--- src/include/deser_pkg.sv ---
package deser_pkg;

  // word geometry
  localparam int          WORD_BITS       = 16;
  localparam logic [3:0]  LAST_BIT        = 4'hf;
  localparam logic [3:0]  PCLK_HIGH_FROM  = 4'h8;
  localparam logic [15:0] WORD_RESET      = 16'h0000;
  localparam int          FIFO_DEPTH      = 8;

  // nominal line rates, kbit/s
  localparam int          SERIAL_RATE_KBPS = 2488000;
  localparam int          WORD_RATE_KBPS   = 155520;

  // clock and timing
  localparam int          CLK_PERIOD_PS   = 5000;
  localparam int          LOCK_DELAY_NS   = 800;
  localparam int          LOCK_CYCLES     = (LOCK_DELAY_NS * 1000) / CLK_PERIOD_PS;
  localparam logic [7:0]  LOCK_COUNT_LAST = 8'(LOCK_CYCLES - 1);
  localparam int          SYNC_MIN_PS     = 1600;
  localparam int          SYNC_MIN_BITS   = 4;

endpackage

--- src/include/word_stream_if.sv ---
`timescale 1ns/1ps
interface word_stream_if #(
  parameter int WIDTH = 16
);
  logic [WIDTH-1:0] data;
  logic             valid;
  logic             ready;

  modport source (output data, output valid, input ready);
  modport sink   (input data, input valid, output ready);
endinterface

--- src/design/word_fifo.sv ---
`timescale 1ns/1ps
module word_fifo #(
  parameter int WIDTH = 16,
  parameter int DEPTH = 8
) (
  input  wire logic           clk_sys,
  input  wire logic           reset_n,
  word_stream_if.sink         fill,
  word_stream_if.source       drain
);
  localparam int PW = $clog2(DEPTH);

  logic [WIDTH-1:0] mem [DEPTH];
  logic [PW:0]      wr_ptr;
  logic [PW:0]      rd_ptr;
  logic             full;
  logic             empty;
  logic             do_push;
  logic             do_pop;

  // extra pointer bit tells full from empty
  assign empty       = (wr_ptr == rd_ptr);
  assign full        = (wr_ptr[PW] != rd_ptr[PW]) && (wr_ptr[PW-1:0] == rd_ptr[PW-1:0]);
  assign fill.ready  = !full;
  assign drain.valid = !empty;
  assign drain.data  = mem[rd_ptr[PW-1:0]];
  assign do_push     = fill.valid && !full;
  assign do_pop      = drain.ready && !empty;

  // storage, no reset needed: empty flag guards stale words
  always_ff @(posedge clk_sys) begin
    if (do_push) begin
      mem[wr_ptr[PW-1:0]] <= fill.data;
    end
  end

  // pointers
  always_ff @(posedge clk_sys or negedge reset_n) begin
    if (!reset_n) begin
      wr_ptr <= '0;
      rd_ptr <= '0;
    end else begin
      if (do_push) begin
        wr_ptr <= wr_ptr + 1'b1;
      end
      if (do_pop) begin
        rd_ptr <= rd_ptr + 1'b1;
      end
    end
  end

  // the write pointer may have moved on the edge that made the fifo full, so look one cycle on
  a_fifo_full_block : assert property (@(posedge clk_sys) disable iff (!reset_n)
    full |-> !fill.ready ##1 $stable(wr_ptr))
    else $error("fifo accepted a word while full");

  c_fifo_full : cover property (@(posedge clk_sys) disable iff (!reset_n) full);
endmodule

--- src/design/serial_deserializer.sv ---
`timescale 1ns/1ps
// Operation
// - serial bits are packed into 16-bit words of consecutive received bits; while the fifo is full, incoming bits are lost.
// - words leave at one per parallel clock period, the bit rate divided by sixteen.
// - the bit clock recovered from the incoming stream is the clock that samples every bit.
// - each serial bit is retimed by that clock before it enters the shift path.
// - select low takes the main input, select high the loopback input.
// - a realignment pulse of at least four bit periods drops exactly one bit.
// - a lock status output reports whether clock recovery is locked.
// - word data change on the falling edge of the parallel clock.
// - the one-bit shift completes within two parallel clock cycles of the pulse edge.
// - the bit dropped is the first one of the affected parallel clock cycle.
// - lock status falls at once on loss and rises about 800 ns after lock.
module serial_deserializer
  import deser_pkg::*;
(
  input  wire logic                           clk_sys,
  input  wire logic                           reset_n,
  input  wire logic                           main_serial_in,
  input  wire logic                           loopback_serial_in,
  input  wire logic                           input_select,
  input  wire logic                           realign,
  input  wire logic                           loop_locked,
  input  wire logic                           word_hold,
  output logic                                parallel_clk,
  output logic [deser_pkg::WORD_BITS-1:0]     word_data_out,
  output logic                                word_valid,
  output logic                                lock_lost_n
);
  import deser_pkg::*;

  localparam int SLIP_BOUND = 32;

  logic        main_s1;
  logic        main_s2;
  logic        loop_s1;
  logic        loop_s2;
  logic        sel_s1;
  logic        sel_s2;
  logic        sync_s1;
  logic        sync_s2;
  logic        sync_prev;
  logic        lock_s1;
  logic        lock_s2;
  logic        chosen_bit;
  logic        sync_rise;
  logic        slip_pending;
  logic        slip_now;
  logic        word_end;
  logic        advance;
  logic [3:0]  pclk_count;
  logic [3:0]  next_pclk_count;
  logic [3:0]  bit_count;
  logic [WORD_BITS-1:0] shift;
  logic [7:0]  lock_count;

  word_stream_if #(.WIDTH(WORD_BITS)) fill_if ();
  word_stream_if #(.WIDTH(WORD_BITS)) drain_if ();

  // clk_sys is the recovered bit clock; serial pins pass two flops before any use
  always_ff @(posedge clk_sys or negedge reset_n) begin
    if (!reset_n) begin
      main_s1 <= 1'b0;
      main_s2 <= 1'b0;
      loop_s1 <= 1'b0;
      loop_s2 <= 1'b0;
    end else begin
      main_s1 <= main_serial_in;
      main_s2 <= main_s1;
      loop_s1 <= loopback_serial_in;
      loop_s2 <= loop_s1;
    end
  end

  // control pins other than word_hold, synchronised the same way; word_hold is used unsynchronised
  always_ff @(posedge clk_sys or negedge reset_n) begin
    if (!reset_n) begin
      sel_s1    <= 1'b0;
      sel_s2    <= 1'b0;
      sync_s1   <= 1'b0;
      sync_s2   <= 1'b0;
      sync_prev <= 1'b0;
      lock_s1   <= 1'b0;
      lock_s2   <= 1'b0;
    end else begin
      sel_s1    <= input_select;
      sel_s2    <= sel_s1;
      sync_s1   <= realign;
      sync_s2   <= sync_s1;
      sync_prev <= sync_s2;
      lock_s1   <= loop_locked;
      lock_s2   <= lock_s1;
    end
  end

  // input choice after retiming, so both paths see equal latency
  assign chosen_bit = sel_s2 ? loop_s2 : main_s2;

  // parallel clock runs free; its falling edge is the 15 -> 0 wrap
  assign next_pclk_count = pclk_count + 4'h1;

  always_ff @(posedge clk_sys or negedge reset_n) begin
    if (!reset_n) begin
      pclk_count   <= 4'h0;
      parallel_clk <= 1'b0;
    end else begin
      pclk_count   <= next_pclk_count;
      parallel_clk <= (next_pclk_count >= PCLK_HIGH_FROM);
    end
  end

  // a pulse shorter than the synchroniser window may be missed, hence the 4-bit minimum
  assign sync_rise = sync_s2 && !sync_prev;
  assign slip_now  = slip_pending && (pclk_count == 4'h0);

  // a new edge wins over the clear of the pending request
  always_ff @(posedge clk_sys or negedge reset_n) begin
    if (!reset_n) begin
      slip_pending <= 1'b0;
    end else if (sync_rise) begin
      slip_pending <= 1'b1;
    end else if (slip_now) begin
      slip_pending <= 1'b0;
    end
  end

  // word assembly; a full fifo stalls the assembler and costs incoming bits
  assign word_end      = (bit_count == LAST_BIT);
  assign fill_if.valid = word_end && !slip_now;
  assign fill_if.data  = {shift[WORD_BITS-2:0], chosen_bit};
  assign advance       = !slip_now && !(word_end && !fill_if.ready);

  always_ff @(posedge clk_sys or negedge reset_n) begin
    if (!reset_n) begin
      bit_count <= 4'h0;
      shift     <= WORD_RESET;
    end else if (advance) begin
      bit_count <= bit_count + 4'h1;
      shift     <= {shift[WORD_BITS-2:0], chosen_bit};
    end
  end

  word_fifo #(
    .WIDTH (WORD_BITS),
    .DEPTH (FIFO_DEPTH)
  ) word_fifo_inst (
    .clk_sys (clk_sys),
    .reset_n (reset_n),
    .fill    (fill_if.sink),
    .drain   (drain_if.source)
  );

  // output words move only at the parallel clock's falling edge
  assign drain_if.ready = (pclk_count == LAST_BIT) && !word_hold;

  always_ff @(posedge clk_sys or negedge reset_n) begin
    if (!reset_n) begin
      word_data_out <= WORD_RESET;
      word_valid    <= 1'b0;
    end else if (drain_if.ready) begin
      word_valid <= drain_if.valid;
      if (drain_if.valid) begin
        word_data_out <= drain_if.data;
      end
    end
  end

  // lock status: drop at once, rise after the settling delay
  always_ff @(posedge clk_sys or negedge reset_n) begin
    if (!reset_n) begin
      lock_count  <= 8'h00;
      lock_lost_n <= 1'b0;
    end else if (!lock_s2) begin
      lock_count  <= 8'h00;
      lock_lost_n <= 1'b0;
    end else if (lock_count == LOCK_COUNT_LAST) begin
      lock_lost_n <= 1'b1;
    end else begin
      lock_count  <= lock_count + 8'h01;
    end
  end

  a_retime_main_path : assert property (@(posedge clk_sys) disable iff (!reset_n)
    !sel_s2 |-> chosen_bit == $past(main_serial_in, 2))
    else $error("main bit not retimed by two stages");

  a_select_loopback : assert property (@(posedge clk_sys) disable iff (!reset_n)
    sel_s2 |-> chosen_bit == $past(loopback_serial_in, 2))
    else $error("loopback input not chosen while select high");

  a_pclk_divide : assert property (@(posedge clk_sys) disable iff (!reset_n)
    $fell(parallel_clk) |=> !parallel_clk [*7] ##1 parallel_clk [*8] ##1 !parallel_clk)
    else $error("parallel clock is not bit clock divided by sixteen");

  a_data_on_fall : assert property (@(posedge clk_sys) disable iff (!reset_n)
    $changed(word_data_out) |-> $fell(parallel_clk))
    else $error("word data changed away from parallel clock fall");

  a_slip_drops_bit : assert property (@(posedge clk_sys) disable iff (!reset_n)
    slip_now |=> $stable(bit_count) && $stable(shift) && $past(pclk_count) == 4'h0)
    else $error("realignment did not drop the first bit of the cycle");

  a_slip_in_time : assert property (@(posedge clk_sys) disable iff (!reset_n)
    sync_rise |-> ##[0:SLIP_BOUND] slip_now)
    else $error("realignment not done within two parallel clock cycles");

  a_word_msb_first : assert property (@(posedge clk_sys) disable iff (!reset_n)
    advance && fill_if.valid && fill_if.ready |-> fill_if.data[0] == chosen_bit
      && fill_if.data[1] == shift[0])
    else $error("word bit order wrong");

  a_lock_drop_fast : assert property (@(posedge clk_sys) disable iff (!reset_n)
    !lock_s2 |=> !lock_lost_n)
    else $error("lock status did not fall at once");

  a_lock_rise_delay : assert property (@(posedge clk_sys) disable iff (!reset_n)
    $rose(lock_lost_n) |-> $past(lock_count) == LOCK_COUNT_LAST && $past(lock_s2))
    else $error("lock status rose before the settling delay");

  a_word_count : assert property (@(posedge clk_sys) disable iff (!reset_n)
    advance && word_end |=> bit_count == 4'h0)
    else $error("word is not sixteen bits");

  c_slip_done   : cover property (@(posedge clk_sys) disable iff (!reset_n) slip_now);
  c_lock_rise   : cover property (@(posedge clk_sys) disable iff (!reset_n) $rose(lock_lost_n));
  c_word_out    : cover property (@(posedge clk_sys) disable iff (!reset_n) $rose(word_valid));
  c_fill_stall  : cover property (@(posedge clk_sys) disable iff (!reset_n)
    fill_if.valid && !fill_if.ready);
endmodule

--- config.mk ---
export PLATFORM = sky130hd
export DESIGN_NAME = serial_deserializer
export DESIGN_NICKNAME = d
export VERILOG_FILES = /design/src/include/deser_pkg.sv /design/src/include/word_stream_if.sv /design/src/design/word_fifo.sv /design/src/design/serial_deserializer.sv
export SDC_FILE = /design/constraint.sdc
export NUM_CORES = 1
export LEC_CHECK = 0
export BUFFER_PORTS_ARGS = -buffer_cell sky130_fd_sc_hd__buf_2
export CAP_MARGIN = 10
export CORE_MARGIN = 10
export CORE_UTILIZATION = 40
export DETAILED_ROUTE_END_ITERATION = 6
export GPL_ROUTABILITY_DRIVEN = 0
export SLEW_MARGIN = 40
export SYNTH_ARGS = -nofsm -noshare
export SYNTH_HDL_FRONTEND = slang
export SYNTH_HIERARCHICAL = 1
export SYNTH_SLANG_ARGS = --single-unit
--- constraint.sdc ---
create_clock -name clk_sys -period 3.5 [get_ports clk_sys]
set_input_delay 0.7 -clock clk_sys [delete_from_list [all_inputs] [get_ports clk_sys]]
set_output_delay 0.7 -clock clk_sys [all_outputs]
set_load 0.02 [all_outputs]
Word-level counts from Yosys, hierarchy flattened. Memories as Yosys holds them, arrays and structs flattened. A register that Yosys moved wholly into a read port is not among the register bits. Index checks and enable logic that the tools add are counted.

Register bits after elaboration: 54. Latch bits: 0. RAM bits: 128. ROM bits: 0. Input bits: 8. Output and inout bits: 19. Logic and storage cells: 65. Memories kept: 1.

Add/subtract/negate cells: 5. Multipliers: 0. Div/mod/pow operators: 0. $lt $le $gt $ge: 1. Equal/unequal tests: 8. Shift-type cells: 0. Mux-type cells: 9. Bitwise gates (word level): 1. Reductions and logical operators: 19.

Memory list: word_fifo_inst.mem (words 8, bits a word 16, read ports 1, clocked after memory_dff 1, wr ports 1, RTL line word_fifo.sv:13) `logic [WIDTH-1:0] mem [DEPTH];`.

Operators with widths (number): adder 4 x 1 -> 4 bit (second input constant) (4); 2-to-1 mux 8 bit (2); logical AND 1 bit (9); adder 8 x 1 -> 8 bit (second input constant) (1); equality test 4 bit (second input constant) (2); equality test 8 bit (second input constant) (1); logical NOT 1 bit (7); 2-to-1 mux 1 bit (7); equality test 4 bit (1); >= comparator 4 bit (second input constant) (1); logical NOT 4 bit (1); equality test 3 bit (1); != test 2 x 1 -> 1 bit (second input constant) (1); != test 2 bit (second input constant) (1); AND reduction 2 bit (1); nonzero test 2 bit (1); != test 1 bit (1); inverter 1 bit (1).

Depth between registers and ports, before layout. Gate-level depths: netlist of the first run.

Depth after elaboration: 7. Depth in mapped cells: 9. Mapped depth without buffers: 8.

By module. Netlist of the first run, hierarchy kept.

Modules (own cells, without submodules): word_fifo (times used 1, cells an instance 243, area an instance 5534.1 um2, sequential area each 4043.9 um2); serial_deserializer (times used 1, cells an instance 163, area an instance 2431.1 um2, sequential area each 1526.5 um2).

Least setup slack after synthesis of the first run. No wires, ideal clock.

Path type: register to register. Start: register pclk_count[0]. End: memory word_fifo_inst.mem[3][0] (enable). Setup time: 436 ps. Arrival time: 2971 ps. Data required time: 3064 ps. Path slack: 93 ps. Stages on the path, launching flop included: 8. Buffers on the path: 0. Period minus slack after synthesis: 3407 ps. Path through: dfrtp_1 > inv_1 > ha_1 > nand4bb_4 > nand2_1 > nor2_1 > nand2_1 > nor4b_1.

Cells in the longest elaborated chain, start to end: 7.

RTL lines: from (decl) (RTL line serial_deserializer.sv:51) `logic [3:0] pclk_count;`; from (signal assigned) (RTL line serial_deserializer.sv:107) `pclk_count <= next_pclk_count;`; logical NOT 4 bit (RTL line serial_deserializer.sv:114) `assign slip_now = slip_pending && (pclk_count == 4'h0);`; logical AND 1 bit (RTL line serial_deserializer.sv:114); logical NOT 1 bit (RTL line serial_deserializer.sv:129) `assign fill_if.valid = word_end && !slip_now;`; logical AND 1 bit (RTL line serial_deserializer.sv:129); named net fill_if.valid (RTL line word_stream_if.sv:6) `logic valid;`; logical AND 1 bit (RTL line word_fifo.sv:27) `assign do_push = fill.valid && !full;`; 2-to-1 mux 1 bit (RTL line word_fifo.sv:32) `if (do_push) begin`; 2-to-1 mux 1 bit (not written as such) (RTL line word_fifo.sv:33) `mem[wr_ptr[PW-1:0]] <= fill.data;`; to (decl) (RTL line word_fifo.sv:13).

The timed path passes the listed nets, and every way through them passes these cells.

Worst setup path after layout of the first run.
Start: register word_fifo_inst.wr_ptr[2]. End: register shift[0].

Cells in the longest elaborated chain, start to end: 5.

RTL lines: from (decl) (RTL line word_fifo.sv:14) `logic [PW:0] wr_ptr;`; from (signal assigned) (RTL line word_fifo.sv:44) `wr_ptr <= wr_ptr + 1'b1;`; equality test 3 bit (RTL line word_fifo.sv:23) `assign full = (wr_ptr[PW] != rd_ptr[PW]) && (wr_ptr[PW-1:0] == rd_ptr[PW-1:0]);`; logical AND 1 bit (RTL line word_fifo.sv:23); logical AND 1 bit (RTL line serial_deserializer.sv:131) `assign advance = !slip_now && !(word_end && !fill_if.ready);`; logical NOT 1 bit (RTL line serial_deserializer.sv:131); logical AND 1 bit (RTL line serial_deserializer.sv:131); to (signal assigned) (RTL line serial_deserializer.sv:139) `shift <= {shift[WORD_BITS-2:0], chosen_bit};`; to (decl) (RTL line serial_deserializer.sv:54) `logic [WORD_BITS-1:0] shift;`.

Every way passes these cells. A chain may end at the register's enable or synchronous reset.

==> impl_metrics.yaml, run 1 <==
floorplan:
  fp.dieW_um: 161
  start_util_pct: 40.8
  die_h_um: 161
  coreArea_mm2: 0.0195
  die_area_mm2: 0.0260
  rows: 51
  ios: 27
route:
  ant_nets: 0
  drtIter0Drc: 200
  drc: 0
  vias: 3722
  wl_per_cell_um: 19.7
  dr.pass1.iters: 4
  vias_per_cell: 5.13
  routed_wl_um: 14300
final_layout:
  area_growth_pct: 14.0
  mostFrequentLayoutCells: "edfxtp_1 (128), dfrtp_1 (69), mux2_2 (42), mux4_1 (32), buf_2 (25)"
  final_common_cell: "edfxtp_1"
  fill_cells: 1689
  fin_nets: 462
  drive_gt1_share_pct: 29.5
  fin_area_mm2: 0.00908
  n_antenna_cell: 0
logic_synthesis:
  async_reset_ff_share_pct: 35.0
  syn-cell-area_mm2: 0.00797
  yosys_warnings: 6
  ys_ff_latch: 197
  syn_nets: 420
  synthFlopType: "edfxtp_1"
  synth_edf_count: 128
  ys_seq_area_share_pct: 69.9
  syn_avg_cell_area_um2: 19.6
  synth_cells: 406
  synth_cell_types: 47
power_and_ir_drop:
  leakage_nw: 3.42
  p_per_area_mw_per_mm2: 646
  ir_drop_mv: 0.354
  design_power_total_w: 0.00586
setup_path:
  critPathCaptureType: "flop"
  critPathLaunch: "word_fifo_inst/wr_ptr[2]"
  critPathMaxFanout: 17
  cp_data_arrival_time_ns: 3.04
  critPathLaunchType: "flop"
  reg2reg_from: "word_fifo_inst/wr_ptr[2]"
  worstPathRequired_ns: 3.82
  critPathKind: "reg -> reg"
cts:
  numCtsBuffers: 17
  htreeDepth: 4
  cts_setup_buffers: 0
  clk_latency_ns: 0.43
  cts_tree: "yes"
  clk_path_buf_depth: 2
  clk_pin_slew_worst_paths_ns: 0.07
  root_buffer: "clkbuf_16"
  cts_resized: 0
  clock-sinks: 197
  holdBufCountCts: 0
timing:
  tightest_slew_ns: 0.666
  rsz0062_at_grt: "false"
  max_freq_ghz: 0.368
  slew_viol_final: 0
  layout_setup_ws_ns: 0.783
  setup_viol: 0
  skew_ns: 0.00777
  finalCriticalPeriod_ns: 2.72
  fin_tns_setup_ns: 0
  final_hold_viol_count: 0
  post-route-period-util_pct: 77.6
  slew_headroom_pct: 55.3
placed_design:
  dp_hpwl_um: 8340
  placed_area_mm2: 0.00846
  numPortBuffers: 26
  place_ws_ns: 0.916
global_route:
  grt_pass1_wl_um: 23300
  antenna_found_initial: 0
  grt_max_degree: 70
  grt_pass1_vias: 4114
  gr-total-overflow: 0
  track_usage_pct: 11.7
worst_hold_path:
  holdCritPathClass: "in -> async"
run_status:
  run_status: "complete, no violations"
flow_run:
  max-cap-violations: 0
[registers in the layout (all words and copies together), names as in the netlist, 3 cells and up]
register and count:
lock_count 8, word_data_out 16, bit_count 4, shift 15, word_fifo_inst/mem 128, pclk_count 3, word_fifo_inst/rd_ptr 4, word_fifo_inst/wr_ptr 4
[cells by family after synthesis]
logic type	Yosys count	synth area share [%]
adders and majority gates	6	0.942
DFF	197	69.9
buffers and inverters	26	2.15
muxes	89	19.0
and+or+nand+nor	53	4.12
AOI/OAI and AO/OA	20	2.14
xor gates and xnor gates	15	1.74
[metrics by stage]
| step | utilization (%) | hold WS (ns) | cells |
|---|---|---|---|
| after floorplan | - | 0.331 | 406 |
| after global placement | 43.2 | 0.335 | 694 |
| after detailed placement | 43.3 | 0.335 | 694 |
| after CTS | 46.5 | 0.308 | 726 |
| after global routing | 46.5 | 0.327 | 726 |
| final | 46.5 | 0.267 | 726 |
[area by class of cell]
class / count / area, µm² / area share [%]
multi-input cells: 183 / 2280 / 25.1
well taps: 265 / 332 / 3.65
clock buffers: 21 / 450 / 4.96
inverters: 8 / 30.0 / 0.331
repair buffers: 41 / 249 / 2.74
clock inverters: 11 / 174 / 1.92
flip-flops and latches: 197 / 5570 / 61.3
[layer usage]
metal  GRT usage [%]  vias to the layer above  wire [µm]
met5               0                        -          0
met4            3.60                        0        176
met3            3.63                       11        468
met2            20.0                       47       7430
met1            13.8                     1960       6260
li1                -                     1704          -
[critical path, stage by stage, from the launching register on]
cell and delay (ns):
dfrtp_1 0.62, xor2_1 0.28, nor4_4 0.68, inv_1 0.12, nand4b_1 0.28, and2_4 0.31, mux2_4 0.32
[where the power goes]
part | switching, W | internal, W
registers | 0.000170 | 0.00264
clock network | 0.000842 | 0.00122
logic | 0.000501 | 0.000492
total | 0.00151 | 0.00435
[synth_stat cells, types with 2 or more instances]
master	instances	area, µm²
nand2_1	17	63.8
mux2i_1	4	40.0
mux4_1	32	841
a41oi_1	2	17.5
inv_1	8	30.0
mux2_2	42	473
mux2_4	9	135
nor3_1	2	10.0
a311oi_1	2	17.5
o21ai_0	5	25.0
edfxtp_1	128	3840
xnor2_1	7	61.3
ha_1	6	75.1
clkbuf_1	5	18.8
nor4_1	3	18.8
buf_2	4	20.0
nand4_1	4	25.0
dfrtp_1	69	1730
mux2_1	2	22.5
o211a_1	2	20.0
nand2b_1	3	18.8
xor2_1	7	61.3
buf_6	7	78.8
nor4b_1	4	35.0
nor2_1	5	18.8
and3_1	3	18.8
nand3_1	3	15.0
o41ai_2	2	32.5
[worst paths after layout]
path                               endpoint  slack, ns  cells past startpoint
max                                shift[0]       0.78                      6
max in group asynchronous          shift[3]       2.75                      1
min reg2reg                         loop_s2       0.35                      0
min                        word_data_out[0]       0.27                      1
min in group clk_sys                loop_s2       0.35                      0
max reg2reg                        shift[0]       0.78                      6
Note: power is estimated with default switching activity, not from simulation.
==> run 2: changes to the inputs <==
--- a/config.mk
+++ b/config.mk
@@ -5,6 +5,7 @@
 export SDC_FILE = /design/constraint.sdc
 export NUM_CORES = 1
 export LEC_CHECK = 0
+export ABC_AREA = 1
 export BUFFER_PORTS_ARGS = -buffer_cell sky130_fd_sc_hd__buf_2
 export CAP_MARGIN = 10
 export CORE_MARGIN = 10
==> constraint.sdc (replaced) <==
create_clock -name clk_sys -period 2.5 [get_ports clk_sys]
set_input_delay 0.5 -clock clk_sys [delete_from_list [all_inputs] [get_ports clk_sys]]
set_output_delay 0.5 -clock clk_sys [all_outputs]
set_load 0.02 [all_outputs]
==> impl_metrics.yaml, run 2 <==
power_and_ir_drop:
  ir_drop_mv: 0.554
  p_per_area_mw_per_mm2: 918
  comb_power_share_pct: 20.3
  seqPwrFrac_pct: 47.3
  swShare_pct: 30.7
  switching_power_w: 0.00255
  cell_internal_pwr_w: 0.00575
  p_clk_share_pct: 32.4
  leakage_nw: 3.65
logic_synthesis:
  synth_cell_types: 34
  synth_compound_area_share_pct: 7.18
  synth-simple-area-share_pct: 17.8
  synthMuxAreaShare_pct: 0
  yosys-top-cells-count: "nand2_1 (183), edfxtp_1 (128), nor2_1 (81)"
  synthFlopType: "edfxtp_1"
  synth_edf_count: 128
  syn-cell-area_mm2: 0.00814
  synth_most_common_cell: "nand2_1"
  ys_ff_latch: 197
  syn_nets: 715
  synth_top_family_by_area: "simple AND/OR/NAND/NOR gates"
  ys_seq_area_share_pct: 68.5
  netlist.area_leader.share_pct: 47.2
  syn_avg_cell_area_um2: 11.6
  synthXorXnorAreaFrac_pct: 0.954
  synthAdderAreaFrac_pct: 0.923
  async_reset_ff_share_pct: 35.0
  yosys_warnings: 6
  yosysTopAreaCell: "edfxtp_1"
  synth_cells: 701
  synth_area_leaders: "edfxtp_1 (47%), dfrtp_1 (21%), nand2_1 (8.4%)"
timing:
  post-route-period-util_pct: 87.8
  slew_headroom_pct: 53.9
  final_hold_viol_count: 0
  finalCriticalPeriod_ns: 2.20
  slew_viol_final: 0
  max_freq_ghz: 0.455
  tightest_slew_ns: 0.691
  rsz0062_at_grt: "false"
  setup_viol: 0
  layout_setup_ws_ns: 0.304
  fin_tns_setup_ns: 0
  skew_ns: 0.0130
placed_design:
  place_ws_ns: 0.312
  numPortBuffers: 26
  dp_hpwl_um: 10000
route:
  wl_per_cell_um: 15.6
  routed_wl_um: 15800
  ant_nets: 0
  drtIter0Drc: 430
  drc: 0
  vias_per_cell: 4.99
  vias: 5047
  dr.pass1.iters: 5
flow_run:
  max-cap-violations: 0
floorplan:
  start_util_pct: 40.5
  die_h_um: 163
  ios: 27
  coreArea_mm2: 0.0201
  fp.dieW_um: 163
  rows: 52
  die_area_mm2: 0.0264
setup_path:
  worstPathRequired_ns: 2.57
  critPathLaunchType: "flop"
  critPathMaxFanout: 16
  critPathKind: "reg -> reg"
  critPathCaptureType: "flop"
  ff2ff_setup_slack_ns: 0.30
  cp_data_arrival_time_ns: 2.26
cts:
  clk_path_buf_depth: 2
  cts_resized: 0
  numCtsBuffers: 17
  cts_setup_buffers: 0
  root_buffer: "clkbuf_16"
  htreeDepth: 4
  cts_tree: "yes"
  clk_pin_slew_worst_paths_ns: 0.07
  clock-sinks: 197
  clk_latency_ns: 0.43
final_layout:
  largest_reg_flops: 128
  fill_cells: 1826
  final_common_cell: "nand2_1"
  drive_gt1_share_pct: 13.6
  area_growth_pct: 11.2
  mostFrequentLayoutCells: "nand2_1 (183), edfxtp_1 (128), nor2_1 (81), dfrtp_1 (69), o21ai_0 (49)"
  fin_nets: 742
  n_antenna_cell: 0
global_route:
  antenna_found_initial: 0
  grt_pass1_vias: 4961
  track_usage_pct: 12.2
  grt_max_degree: 68
  grt_pass1_wl_um: 25900
  gr-total-overflow: 0
worst_hold_path:
  holdCritPathClass: "in -> reg"
run_status:
  run_status: "complete, no violations"
## run 2: layout make-up
type / instances / area [µm²] / share of cell area, %
clock inverter: 8 / 56.3 / 0.622
multi-input combinational: 445 / 2190 / 24.2
sequential: 197 / 5570 / 61.6
tap: 270 / 338 / 3.73
timing repair buffer: 41 / 258 / 2.85
inverter: 26 / 103 / 1.13
clock buffer: 24 / 537 / 5.93
## run 2: stage by stage
stage / cell area (µm²) / hold WS, ns / power [W] / std cells / utilization (%)
5_1_grt: 9050 / 0.143 / 0.00875 / 1011 / 45.0
3_3_place_gp: 8440 / 0.336 / 0.00565 / 978 / 42.0
3_5_place_dp: 8440 / 0.337 / 0.00568 / 978 / 42.0
4_1_cts: 9050 / 0.149 / 0.00836 / 1011 / 45.0
6_report: 9050 / 0.170 / 0.00831 / 1011 / 45.0
2_1_floorplan: 8140 / 0.204 / 0.00533 / 701 / -
## run 2: critical path: stages, from the launching register on
cell     delay (ns)
dfrtp_1        0.38
inv_1          0.07
ha_1           0.21
nand3_2        0.08
nand4_1        0.09
inv_1          0.22
nand2_1        0.10
nor2_1         0.13
nand2_1        0.09
inv_1          0.46
## run 2: cell families after synthesis
logic type	after synthesis
buffers and inverters	59
AND/OR/NAND/NOR	324
AO/OA/AOI/OAI	107
XOR/XNOR	8
adder cells (fa/ha/maj)	6
flip-flops	197
## run 2: what timing repair did
item | in CTS | in global routing
endpoints found under the hold margin | 13 | 0
hold buffers | 1 | 0
setup endpoints to repair | 0 | 0
## run 2: path summary, 6_finish.rpt
check	from	to	depth (start not counted)
max	pclk_count[0]	word_fifo_inst/mem[7][7]	9
min	realign	sync_s1	1
max reg2reg	pclk_count[0]	word_fifo_inst/mem[7][7]	9
min reg2reg	sel_s1	sel_s2	0
max in group asynchronous	reset_n	word_data_out[11]	3
min in group asynchronous	reset_n	lock_count[0]	2
## run 2: layer usage
metal | vias up | track usage [%] | wire length (µm)
met4 | 0 | 3.73 | 131
met2 | 131 | 18.7 | 7250
met1 | 2450 | 16.4 | 7520
li1 | 2454 | - | -
met5 | - | 0 | 0
met3 | 12 | 3.72 | 877
## run 2: power by group through the flow
stage	Clock (W)	Sequential [W]	Combinational, W
after floorplan	0	0.00405	0.00128
after global placement	0	0.00399	0.00166
after detailed placement	0	0.00401	0.00168
after CTS	0.00274	0.00394	0.00168
after global routing	0.00288	0.00397	0.00190
final	0.00269	0.00393	0.00169
==> run 3: changes to the inputs <==
--- a/config.mk
+++ b/config.mk
@@ -17,3 +17,4 @@
 export SYNTH_HDL_FRONTEND = slang
 export SYNTH_HIERARCHICAL = 1
 export SYNTH_SLANG_ARGS = --single-unit
+export TNS_END_PERCENT = 20
==> constraint.sdc (replaced) <==
create_clock -name clk_sys -period 2.67 [get_ports clk_sys]
set_input_delay 0.534 -clock clk_sys [delete_from_list [all_inputs] [get_ports clk_sys]]
set_output_delay 0.534 -clock clk_sys [all_outputs]
set_load 0.02 [all_outputs]
==> impl_metrics.yaml, run 3 (synthesis gave the netlist of run 2 again) <==
run_status:
  run_status: "complete, no violations"
cts:
  cts_tree: "yes"
  cts_setup_buffers: 0
  root_buffer: "clkbuf_16"
  clk_path_buf_depth: 2
  numCtsBuffers: 17
  clk_latency_ns: 0.43
  cts_resized: 0
  htreeDepth: 4
  clk_pin_slew_worst_paths_ns: 0.07
  holdBufCountCts: 0
  clock-sinks: 197
setup_path:
  crit_chain: "buf_4 -> nand2_1 -> nand2_2 -> nand4_4 -> inv_1 -> nand4_4 -> nand2_4 -> nand2_1 -> nand2_1"
  reg2reg_from: "word_fifo_inst/rd_ptr[1]"
  critPathMaxFanout: 36
  critPathLaunchType: "flop"
  critPathLaunch: "word_fifo_inst/rd_ptr[1]"
  worstPathRequired_ns: 3.03
  critPathKind: "reg -> reg"
  cp_slowest_cell: "dfrtp_1"
  cp_data_arrival_time_ns: 2.57
  critPathCaptureType: "flop"
  critical_path.max_stage_delay_ns: 0.40
  reg2reg_depth: 9
  cp_common_cell: "nand2_1"
floorplan:
  coreArea_mm2: 0.0201
  ios: 27
  die_area_mm2: 0.0264
  fp.dieW_um: 163
  rows: 52
  start_util_pct: 40.5
  die_h_um: 163
timing:
  tightest_slew_ns: 0.740
  post-route-period-util_pct: 82.9
  hold_ws_ns: 0.160
  skew_ns: 0.0113
  slew_headroom_pct: 50.7
  slew_viol_final: 0
  finalCriticalPeriod_ns: 2.21
  setup_viol: 0
  rsz0062_at_grt: "false"
  layout_setup_ws_ns: 0.457
  final_hold_viol_count: 0
  fin_tns_setup_ns: 0
  max_freq_ghz: 0.452
final_layout:
  regArea_mm2: 0.00557
  largest_reg_flops: 128
  final_common_cell: "nand2_1"
  n_antenna_cell: 0
  drive_gt1_share_pct: 13.5
  area_growth_pct: 10.2
  multi_input_area_mm2: 0.00219
  mostFrequentLayoutCells: "nand2_1 (183), edfxtp_1 (128), nor2_1 (81), dfrtp_1 (69), o21ai_0 (49)"
  stdcell_count: 1010
  fill_cells: 1835
  fin_nets: 741
  fin_util_pct: 44.6
global_route:
  antenna_found_initial: 0
  grt_pass1_vias: 5055
  track_usage_pct: 12.8
  grt_max_degree: 68
  gr-total-overflow: 0
  grt_pass1_wl_um: 26900
power_and_ir_drop:
  leakage_nw: 3.60
  ir_drop_mv: 0.461
  p_per_area_mw_per_mm2: 841
flow_run:
  max-cap-violations: 0
worst_hold_path:
  holdCritPathClass: "in -> async"
placed_design:
  numPortBuffers: 26
  dp_hpwl_um: 10400
  place_ws_ns: 0.467
  dpl.cell_count: 978
route:
  dr.pass1.iters: 5
  drc: 0
  vias_per_cell: 5.06
  ant_nets: 0
  routed_wl_um: 16500
  wl_per_cell_um: 16.3
  drtIter0Drc: 377
  vias: 5112
## run 3: layer usage
| layer | GRT usage (%) | vias to the layer above | part of all wire [%] |
|---|---|---|---|
| li1 | - | 2455 | - |
| met1 | 17.3 | 2492 | 47 |
| met2 | 19.8 | 155 | 46 |
| met3 | 2.81 | 10 | 6.3 |
| met4 | 4.71 | 0 | 1.0 |
| met5 | 0 | - | 0 |
## run 3: power by group
group          switching, W  internal [W]
clock               0.00107       0.00119
combinational       0.00109      0.000505
sequential         0.000227       0.00346
total               0.00238       0.00515
## run 3: stage by stage
stage | area [µm²] | power (W)
floorplan | 8140 | 0.00499
global placement | 8440 | 0.00532
detailed placement | 8440 | 0.00535
CTS | 8960 | 0.00760
global route | 8960 | 0.00796
finish | 8960 | 0.00753
## run 3: path summary, 6_finish.rpt
kind / endpoint / slack (ns)
max in group asynchronous: word_data_out[11] / 1.83
hold reg to reg: lock_s2 / 0.35
min in group clk_sys: lock_s1 / 0.20
setup / recovery: shift[12] / 0.46
hold / removal: lock_count[0] / 0.16
setup reg to reg: shift[12] / 0.46
## run 3: cell type report
type,instances,area share [%]
Clock buffer,20,4.87
Timing Repair Buffer,40,2.76
Multi-Input combinational cell,445,24.4
Clock inverter,12,0.907
Tap cell,270,3.77
Sequential cell,197,62.2
Inverter,26,1.14
## run 3: worst max-delay path, delay by kind of cell, from the launching register on
kind	cells	cell delay [ns]
buffers and inverters	2	0.51
DFF	1	0.40
and+or+nand+nor	7	1.22
